--- src/cmsw_cfg.svh ---
// Constants of the conversion mode command decoder.
// Assumes inclusion by bare name from the decoder and the test bench.
`ifndef CMSW_CFG_SVH
`define CMSW_CFG_SVH
`define CMSW_DEV_ADDR_HI   4'h9
`define CMSW_LOC_CFG_MSB   8'hAC
`define CMSW_CMD_START     8'h51
`define CMSW_CMD_COPY      8'h48
`define CMSW_CMD_STOP      8'h22
`define CMSW_CFG_RESET     8'h01
`define CMSW_SCS_BIT       0
`define CMSW_COPY_TIME_MS  10
`define CMSW_CLK_KHZ       40000
`define CMSW_COPY_CYCLES   (`CMSW_COPY_TIME_MS * `CMSW_CLK_KHZ)
`endif

--- src/cmsw_pkg.sv ---
// Types of the conversion mode command decoder.
// Assumes cmsw_cfg.svh is on the include path.
`default_nettype none
package cmsw_pkg;
    typedef struct packed {
        logic scl;
        logic sda;
    } cmsw_pins_t;
    typedef struct packed {
        logic start;
        logic stop;
        logic rise;
        logic fall;
    } cmsw_ev_t;
endpackage : cmsw_pkg
`default_nettype wire

--- src/cmsw_decoder.sv ---
// Serial command decoder of the sensor: address, location, data, commands.
// Behaviour
// Master opens with START, address, write bit.
// Sensor acknowledges address, command and data bytes.
// Location ACh selects configuration register MSB.
// Configuration write updates only the SRAM shadow.
// Data bit 0 clear selects continuous conversion.
// Command 51h is acknowledged and starts conversions.
// Command 48h is acknowledged and copies SRAM.
// Repeated START and address between commands.
// Order: configuration write, start, then copy.
// Master ends with STOP or repeated START.
// Master waits 10 ms or polls busy.
// Assumes pins sampled through cmsw_sync; open-drain sda by enable.
`timescale 1ns/10ps
`default_nettype none
`include "cmsw_cfg.svh"
module cmsw_decoder
    import cmsw_pkg::*;
#(
    parameter int COPY_CYCLES = `CMSW_COPY_CYCLES
)
(
    // Clock and reset.
    input  wire logic       clk,
    input  wire logic       rst_n,
    // Serial pins.
    input  wire logic       scl_i,
    input  wire logic       sda_i,
    output logic            sda_o,
    output logic            sda_oe,
    // Bus address straps.
    input  wire logic [2:0] addr_pins,
    // Device state.
    output logic [7:0]      cfg_sram,
    output logic [7:0]      cfg_eeprom,
    output logic            single_conversion_select,
    output logic            converting,
    output logic            nonvolatile_write_busy_flag
);
    // ==========================================
    // Pin sampling.
    cmsw_pins_t pins_s;
    cmsw_ev_t   ev;
    cmsw_sync u_sync (
        .clk     (clk),
        .rst_n   (rst_n),
        .pins_in ({scl_i, sda_i}),
        .pins_s  (pins_s),
        .ev      (ev)
    );

    // ==========================================
    // Byte framing state machine.
    typedef enum logic [4:0] {
        ST_IDLE = 5'h01,
        ST_BITS = 5'h02,
        ST_ACK  = 5'h04,
        ST_ACKH = 5'h08,
        ST_SKIP = 5'h10
    } cmsw_st_t;
    typedef enum logic [2:0] {PH_ADDR = 3'h1, PH_CMD = 3'h2, PH_DATA = 3'h4} cmsw_ph_t;

    cmsw_st_t    st_r;
    cmsw_ph_t    ph_r;
    logic [7:0]  sh_r;
    logic [2:0]  cnt_r;
    logic [7:0]  byte_w;
    logic        addr_hit;
    logic [2:0]  addr_pins_s1_r;
    logic [2:0]  addr_r;
    logic        is_byte_end;
    logic        copy_go;
    logic [31:0] busy_cnt_r;

    assign byte_w      = {sh_r[6:0], pins_s.sda};
    assign addr_hit    = (byte_w[7:1] == {`CMSW_DEV_ADDR_HI, addr_r}) && !byte_w[0];
    assign is_byte_end = (st_r == ST_BITS) && ev.rise && (cnt_r == 3'h7);

    always_ff @(posedge clk) begin
        if (!rst_n) begin
            addr_pins_s1_r <= 3'h0;
            addr_r         <= 3'h0;
        end else begin
            addr_pins_s1_r <= addr_pins;
            addr_r         <= addr_pins_s1_r;
        end
    end

    always_ff @(posedge clk) begin
        if (!rst_n) begin
            st_r  <= ST_IDLE;
            ph_r  <= PH_ADDR;
            sh_r  <= 8'h00;
            cnt_r <= 3'h0;
        end else if (ev.start) begin
            st_r  <= ST_BITS;
            ph_r  <= PH_ADDR;
            cnt_r <= 3'h0;
        end else if (ev.stop) begin
            st_r <= ST_IDLE;
        end else begin
            case (st_r)
                ST_IDLE: st_r <= ST_IDLE;
                ST_BITS: begin
                    if (ev.rise) begin
                        sh_r  <= byte_w;
                        cnt_r <= cnt_r + 3'h1;
                        if (cnt_r == 3'h7) begin
                            if (ph_r != PH_ADDR || addr_hit) begin
                                st_r <= ST_ACK;
                            end else begin
                                st_r <= ST_SKIP;
                            end
                        end
                    end
                end
                ST_ACK: if (ev.fall) st_r <= ST_ACKH;
                ST_ACKH: begin
                    if (ev.fall) begin
                        st_r <= ST_BITS;
                        if (ph_r == PH_ADDR) begin
                            ph_r <= PH_CMD;
                        end else if (ph_r == PH_CMD && sh_r == `CMSW_LOC_CFG_MSB) begin
                            ph_r <= PH_DATA;
                        end else begin
                            ph_r <= PH_CMD;
                        end
                    end
                end
                ST_SKIP: st_r <= ST_SKIP;
                default: st_r <= ST_IDLE;
            endcase
        end
    end

    // ==========================================
    // Acknowledge drive, low through the ninth clock.
    always_ff @(posedge clk) begin
        if (!rst_n) begin
            sda_oe <= 1'b0;
        end else begin
            // Drive only after the eighth clock has fallen, so a long high phase never sees a false START.
            sda_oe <= (st_r == ST_ACKH) && !ev.start && !ev.stop;
        end
    end

    always_ff @(posedge clk) begin
        if (!rst_n) begin
            sda_o <= 1'b0;
        end else begin
            sda_o <= 1'b0;
        end
    end

    // ==========================================
    // Configuration shadow and commands.
    assign copy_go = is_byte_end && ph_r == PH_CMD && byte_w == `CMSW_CMD_COPY;

    always_ff @(posedge clk) begin
        if (!rst_n) begin
            cfg_sram <= `CMSW_CFG_RESET;
        end else if (is_byte_end && ph_r == PH_DATA) begin
            cfg_sram <= byte_w;
        end
    end

    always_ff @(posedge clk) begin
        if (!rst_n) begin
            single_conversion_select <= 1'b1;
        end else begin
            single_conversion_select <= cfg_sram[`CMSW_SCS_BIT];
        end
    end

    always_ff @(posedge clk) begin
        if (!rst_n) begin
            converting <= 1'b0;
        end else if (is_byte_end && ph_r == PH_CMD && byte_w == `CMSW_CMD_START) begin
            converting <= 1'b1;
        end else if (is_byte_end && ph_r == PH_CMD && byte_w == `CMSW_CMD_STOP) begin
            converting <= 1'b0;
        end
    end

    always_ff @(posedge clk) begin
        if (!rst_n) begin
            cfg_eeprom                  <= `CMSW_CFG_RESET;
            nonvolatile_write_busy_flag <= 1'b0;
            busy_cnt_r                  <= 32'h0;
        end else if (copy_go && !nonvolatile_write_busy_flag) begin
            cfg_eeprom                  <= cfg_sram;
            nonvolatile_write_busy_flag <= 1'b1;
            busy_cnt_r                  <= 32'(COPY_CYCLES - 1);
        end else if (nonvolatile_write_busy_flag) begin
            if (busy_cnt_r == 32'h0) begin
                nonvolatile_write_busy_flag <= 1'b0;
            end else begin
                busy_cnt_r <= busy_cnt_r - 32'h1;
            end
        end
    end
endmodule : cmsw_decoder
`default_nettype wire

--- src/cmsw_sync.sv ---
// Two-flop synchronisers and edge/condition detection of the serial pins.
// Assumes pins are asynchronous to clk.
`timescale 1ns/10ps
`default_nettype none
module cmsw_sync
    import cmsw_pkg::*;
(
    // Clock and reset.
    input  wire logic       clk,
    input  wire logic       rst_n,
    // Raw pins in, events and levels out.
    input  var  cmsw_pins_t pins_in,
    output var  cmsw_pins_t pins_s,
    output var  cmsw_ev_t   ev
);
    cmsw_pins_t meta_r;
    cmsw_pins_t sync_r;
    cmsw_pins_t last_r;

    always_ff @(posedge clk) begin
        if (!rst_n) begin
            meta_r <= 2'h3;
            sync_r <= 2'h3;
            last_r <= 2'h3;
        end else begin
            meta_r <= pins_in;
            sync_r <= meta_r;
            last_r <= sync_r;
        end
    end

    assign pins_s   = sync_r;
    assign ev.rise  = sync_r.scl & ~last_r.scl;
    assign ev.fall  = ~sync_r.scl & last_r.scl;
    assign ev.start = sync_r.scl & last_r.scl & last_r.sda & ~sync_r.sda;
    assign ev.stop  = sync_r.scl & last_r.scl & ~last_r.sda & sync_r.sda;
endmodule : cmsw_sync
`default_nettype wire

--- config.mk ---
export PLATFORM = sky130hd
export DESIGN_NAME = cmsw_decoder
export DESIGN_NICKNAME = d
export VERILOG_FILES = /design/src/cmsw_pkg.sv /design/src/cmsw_decoder.sv /design/src/cmsw_sync.sv
export VERILOG_INCLUDE_DIRS = /design/src
export SDC_FILE = /design/constraint.sdc
export NUM_CORES = 1
export LEC_CHECK = 0
export BUFFER_PORTS_ARGS = -buffer_cell sky130_fd_sc_hd__clkbuf_2
export CAP_MARGIN = 20
export CORE_MARGIN = 3
export CORE_UTILIZATION = 40
export CTS_CLUSTER_SIZE = 20
export DETAILED_ROUTE_END_ITERATION = 8
export PLACE_DENSITY_LB_ADDON = 0.15
export SYNTH_ARGS = -nofsm -noshare
export SYNTH_HDL_FRONTEND = slang
export SYNTH_SLANG_ARGS = --single-unit
--- constraint.sdc ---
create_clock -name clk -period 3.48 [get_ports clk]
set_clock_uncertainty 0.15 [all_clocks]
set_input_delay 0.522 -clock clk [delete_from_list [all_inputs] [get_ports clk]]
set_output_delay 0.522 -clock clk [all_outputs]
set_load 0.1 [all_outputs]
# Word level (Yosys, flattened, before mapping)
# Index checks and enable logic that the tools add are counted.
# totals
register_bits	83
input_bits	7
out_inout_bits	21
wordCells	109
# op_classes
add_sub_neg	2
n_eq_ne	23
muxes	18
bitwise_logic	15
n_reduce_logical	30
# op_table
operator	count
two-way mux 19 bit	3
logical NOT 32 bit	1
subtractor 32 x 1 -> 32 bit (second input constant)	1
two-way mux 5 bit	5
case mux 5 bit (4 select lines)	1
== test 8 x 7 -> 1 bit (second input constant)	2
logical AND 1 bit	12
inequality test 4 bit (second input constant)	3
AND reduction 4 bit	3
== test 8 x 6 -> 1 bit (second input constant)	1
== test 8 bit (second input constant)	1
inequality test 2 bit (second input constant)	4
inverter 1 bit	8
bitwise AND 1 bit	7
== test 7 bit	1
== test 3 bit (second input constant)	2
two-way mux 3 bit	2
AND reduction 3 bit	2
== test 5 x 2 -> 1 bit (second input constant)	1
== test 5 x 3 -> 1 bit (second input constant)	1
== test 5 x 4 -> 1 bit (second input constant)	1
== test 5 bit (second input constant)	1
two-way mux 1 bit	5
logical NOT 1 bit	4
other kinds (12)	16

# Longest topological paths before layout
# depth
depth_word	9
ltp_mapped	9
ltp_nobuf	7

# Cells and area by module
# From an unflattened synthesis, not the netlist that was laid out.
# unflattened
cells_unflattened	409
hier_area_um2	3681.0
# by_module_without_submodules
mod	n_inst	cells_each	area_each_um2	seq_area_each_um2
cmsw_decoder	1	393	3490.8	1541.5
cmsw_sync	1	16	190.2	120.1

# Worst setup path after synthesis
# OpenSTA, ideal clock, no wires.
# synth_path
kind	reg2reg
startpoint	reg nonvolatile_write_busy_flag
endpoint	reg busy_cnt_r[11]
setup_ns	0.074
arrival_time_ns	2.553
required_ns	3.256
path_slack_ns	0.703
path_stages_with_launch	7
path_buffers	1
synth_period_minus_slack_ns	2.777
cell_sequence	dfxtp_1 -> or3b_2 -> nor3_1 -> o41ai_2 -> buf_4 -> or3_1 -> a31oi_1
# synth_between
elab_chain_len	4
word_cells_on_any_way	6
cone_classes	1 x eq/ne; 1 x mux; 4 x reduce/logical
# synth_rtl
item	line	rtl
start: declaration	cmsw_decoder.sv:39	output logic nonvolatile_write_busy_flag
start signal: assignment	cmsw_decoder.sv:189	nonvolatile_write_busy_flag <= 1'b0;
start signal: assignment	cmsw_decoder.sv:193	nonvolatile_write_busy_flag <= 1'b1;
start signal: assignment	cmsw_decoder.sv:197	nonvolatile_write_busy_flag <= 1'b0;
logical NOT 1 bit	cmsw_decoder.sv:191	end else if (copy_go && !nonvolatile_write_busy_flag) begin
logical AND 1 bit	cmsw_decoder.sv:191	
inequality test 2 bit (no source line) / nonzero test 2 bit (equally long branches)	-	
AND reduction 2 bit (no source line)	-	
end signal: assignment	cmsw_decoder.sv:194	busy_cnt_r <= 32'(COPY_CYCLES - 1);
end signal: assignment	cmsw_decoder.sv:199	busy_cnt_r <= busy_cnt_r - 32'h1;
end: declaration	cmsw_decoder.sv:74	logic [31:0] busy_cnt_r;
# Several ways; a longest one is shown, not always the timed one.
# A chain may end at the register's enable or synchronous reset.

# Worst setup path after layout
# layout_path
startpoint	reg busy_cnt_r[24]
endpoint	reg busy_cnt_r[20]
# layout_between
elab_chain_len	3
# layout_rtl
item	line	rtl
logical NOT 32 bit	cmsw_decoder.sv:196	if (busy_cnt_r == 32'h0) begin
inverter 1 bit (no source line)	-	
AND reduction 2 bit (no source line)	-	
# Every way passes these cells.

==> flow_metrics.py <==
metrics = {
    "floorplanning": {
        "core_um2": 8806,
        "initial_core_util": 0.4165,
        "io_pins": 28,
        "die_y_um": 101.8,
        "num_rows": 34,
        "die_w_um": 101.8,
        "die_area_um2": 10350,
    },
    "critical_path": {
        "crit_slowest_cell": "o21ai_1",
        "startpoint_type": "register",
        "regToRegSetupSlack_ns": 0.79,
        "critPathBufInv": 0,
        "path_class": "register to register",
        "crit_top_cell": "or4_4",
        "ff2ff_path_depth": 5,
        "cpPeakStageDelay_ns": 0.66,
        "worstPathMaxFanout": 13,
        "r2r-end": "busy_cnt_r[20]$_SDFFE_PP0P_",
        "crit_family": "simple AND/OR/NAND/NOR gates",
        "crit_path_end_kind": "register",
        "cp.required_ns": 3.60,
        "path_cells": "or4_4 > or4_4 > o21ai_1 > o21ai_0 > a21oi_1",
        "r2r_start": "busy_cnt_r[24]$_SDFFE_PP0P_",
        "cp.depth": 5,
        "cp.arrival_ns": 2.80,
    },
    "synth": {
        "synth_top_flop_cell": "dfxtp_1",
        "ys_ff_latch": 83,
        "synth_warnings": 0,
        "syn_inst": 411,
        "synth_top_area_share": 0.4531,
        "postSynthAreaPerCell_um2": 8.923,
        "syn_area_um2": 3667,
        "synth.area.top_cells": "dfxtp_1, mux2i_1, a21oi_1, nand2_1, nor2_1",
        "yosys.area.top_type": "dfxtp_1",
        "synth_fp_nets": 422,
        "ys_types": 54,
        "synth_edf_count": 0,
        "synth_seq_area_share": 0.4531,
        "synth_async_sr_flop_share": 0,
    },
    "clock_tree": {
        "cts_tree": "done",
        "clk_latency_ns": 0.35,
        "ctsResizeCount": 0,
        "post_cts_buffers": 0,
        "cts_root_buf": "clkbuf_8",
        "clk_path_buf_depth": 2,
        "clk_pin_slew_ns": 0.08,
        "cts_max_level": 3,
        "clock_sinks": 83,
        "ctsHoldBuffers": 0,
        "cts_buffers": 9,
    },
    "grt": {
        "grt-ovfl-total": 0,
        "grt_pass1_wl_mm": 13.41,
        "grt_max_degree": 36,
        "antenna_found_initial": 0,
        "first_global_vias": 2801,
        "grt_util_all_layers": 0.1635,
    },
    "timing": {
        "finalMaxSlewViolations": 0,
        "worstMarginPinSlew_ns": 0.8204,
        "relSlewSlack": 0.4501,
        "layout_min_cycle_time_ns": 2.685,
        "min_period_over_period": 0.7716,
        "hold_viol": 0,
        "grt_setup_unrepaired": "false",
        "max_freq_mhz": 372.4,
        "setup-tns-final_ns": 0,
        "setup_violations": 0,
    },
    "run_status": {
        "status": "complete, no violations",
    },
    "power": {
        "power_frac_clock": 0.400,
        "p_sw_frac": 0.2261,
        "irDropWorstVdd_v": 0.0002186,
        "seq_power_share": 0.575,
        "p_switching_mw": 0.3777,
        "cellInternalPower_mw": 1.293,
        "p_leak_nw": 1.650,
        "power_per_cell_area_nw_per_um2": 412.6,
        "comb_power_share": 0.025,
    },
    "routing": {
        "wl_per_cell_um": 14.92,
        "drtIter0Drc": 112,
        "drt-total-wl_mm": 8.116,
        "vias": 3087,
        "drt_first_pass_iters": 4,
        "drc": 0,
        "ant_nets": 0,
        "vias_per_cell": 5.675,
    },
    "placement": {
        "placed_cells": 529,
        "gp_congestion": 0.8482,
        "hpwlAfterDp_mm": 5.565,
        "port_buffers": 26,
    },
    "min_path": {
        "min_from": "sda_i",
        "min_path_cells": 2,
        "holdCritPathClass": "input port to register",
        "hold_path_end": "u_sync.meta_r[0]$_SDFF_PN1_",
    },
    "layout": {
        "antenna_cells": 0,
        "layout-drive-gt1-share": 0.1284,
        "num-nets-final": 443,
        "fin_cells": 544,
        "fillCellCount": 837,
        "syn_to_final_growth_pct": 10.41,
    },
    "job": {
        "maxCapViolations": 0,
    },
}
## placed cells by master (no fill, tap or decap), types with 11 or more instances in the layout
| cell type | Yosys | layout |
|---|---|---|
| dfxtp_1 | 83 | 83 |
| nand2_1 | 35 | 35 |
| nor2_1 | 34 | 34 |
| a21oi_1 | 32 | 32 |
| clkbuf_2 | 0 | 26 |
| mux2i_1 | 19 | 19 |
| or4_1 | 16 | 16 |
| nor3_1 | 15 | 15 |
| o31ai_1 | 14 | 14 |
| or3_1 | 13 | 13 |
| nor4_1 | 11 | 11 |
## power by group through the flow
stage / clock, mW / sequential (mW) / combinational (mW)
2_1_floorplan: 0 / 0.980 / 0.0328
3_3_place_gp: 0 / 0.983 / 0.0424
3_5_place_dp: 0 / 0.983 / 0.0425
4_1_cts: 0.690 / 0.960 / 0.0426
5_1_grt: 0.728 / 0.961 / 0.0468
6_report: 0.669 / 0.960 / 0.0416
## how the worst max path moves through the flow
stage | startpoint | end
after global placement | busy_cnt_r[24]$_SDFFE_PP0P_ | busy_cnt_r[1]$_SDFFE_PN0P_
final | busy_cnt_r[24]$_SDFFE_PP0P_ | busy_cnt_r[20]$_SDFFE_PP0P_
after detailed placement | busy_cnt_r[24]$_SDFFE_PP0P_ | busy_cnt_r[23]$_SDFFE_PP0P_
after global routing | busy_cnt_r[24]$_SDFFE_PP0P_ | busy_cnt_r[23]$_SDFFE_PP0P_
after CTS | busy_cnt_r[24]$_SDFFE_PP0P_ | busy_cnt_r[31]$_SDFFE_PP0P_
after floorplan | nonvolatile_write_busy_flag$_SDFF_PN0_ | busy_cnt_r[11]$_SDFFE_PN0P_
## through the flow
stage	util	hold slack [ns]	total power [mW]	setup slack [ns]	instance area, um2
floorplan	-	0.2363	1.013	0.7026	3667
global placement	0.4390	0.2407	1.025	0.8416	3866
detailed placement	0.4390	0.2429	1.025	0.8095	3866
CTS	0.4598	0.1806	1.693	0.8061	4049
global route	0.4598	0.2067	1.736	0.6174	4049
finish	0.4598	0.1993	1.671	0.7948	4049
## per-layer routing
metal	track usage	wire length, um	share of wire
met1	0.2206	4079	0.50
met2	0.2500	3521	0.43
met3	0.04614	364	0.045
met4	0.05828	150	0.018
met5	0	0	0
## cell usage after synthesis (all sizes together), types with 2 or more instances
cell type  instances
ha                 4
xnor2              2
or4               18
and3               2
a31oi              7
nor3              16
xor2               4
a211oi             4
or3               13
or2                5
and2               8
a311oi             3
or3b               2
nand2             35
mux2i             19
nor2              34
nand3             10
a21o               3
nand4              5
a41oi              2
nor2b              6
and4               2
o21ai             12
dfxtp             83
clkbuf            13
o41ai              3
buf                6
nand2b            10
nor3b              2
o31ai             14
a21oi             32
inv                4
nor4              12
o211ai             4
## final cells by class
type                            instances  area [um2]  share of cell area
Sequential cell                        83        1662              0.4104
Multi-Input combinational cell        304        1898              0.4688
Timing Repair Buffer                   29       152.6             0.03770
Tap cell                              108       135.1             0.03337
Clock inverter                          5       55.05             0.01360
Inverter                                5       18.77            0.004635
Clock buffer                           10       127.6             0.03152
## state kept, by name, summed over array words and instances, names as in the netlist
| register | cells |
|---|---|
| nonvolatile_write_busy_flag | 1 |
| single_conversion_select | 1 |
| u_sync.pins_s | 2 |
| cfg_sram | 8 |
| u_sync.last_r | 2 |
| sh_r | 8 |
| ph_r | 3 |
| addr_pins_s1_r | 3 |
| sda_oe | 1 |
| busy_cnt_r | 32 |
| addr_r | 3 |
| converting | 1 |
| u_sync.meta_r | 2 |
| cnt_r | 3 |
| st_r | 5 |
| cfg_eeprom | 8 |
## kinds of logic (layout without fill, tap and decap cells)
family / Yosys count / count (layout) / share of synthesized area
AND/OR/NAND/NOR: 184 / 184 / 0.2777
flip-flops: 83 / 83 / 0.4531
XOR/XNOR: 6 / 6 / 0.01433
buffers and inverters: 24 / 49 / 0.02934
AO/OA/AOI/OAI: 90 / 90 / 0.1590
multiplexers: 19 / 19 / 0.05186
adder cells (fa/ha/maj): 4 / 4 / 0.01365
other: 1 / 1 / 0.001023
(Power assumes the default switching activity.)
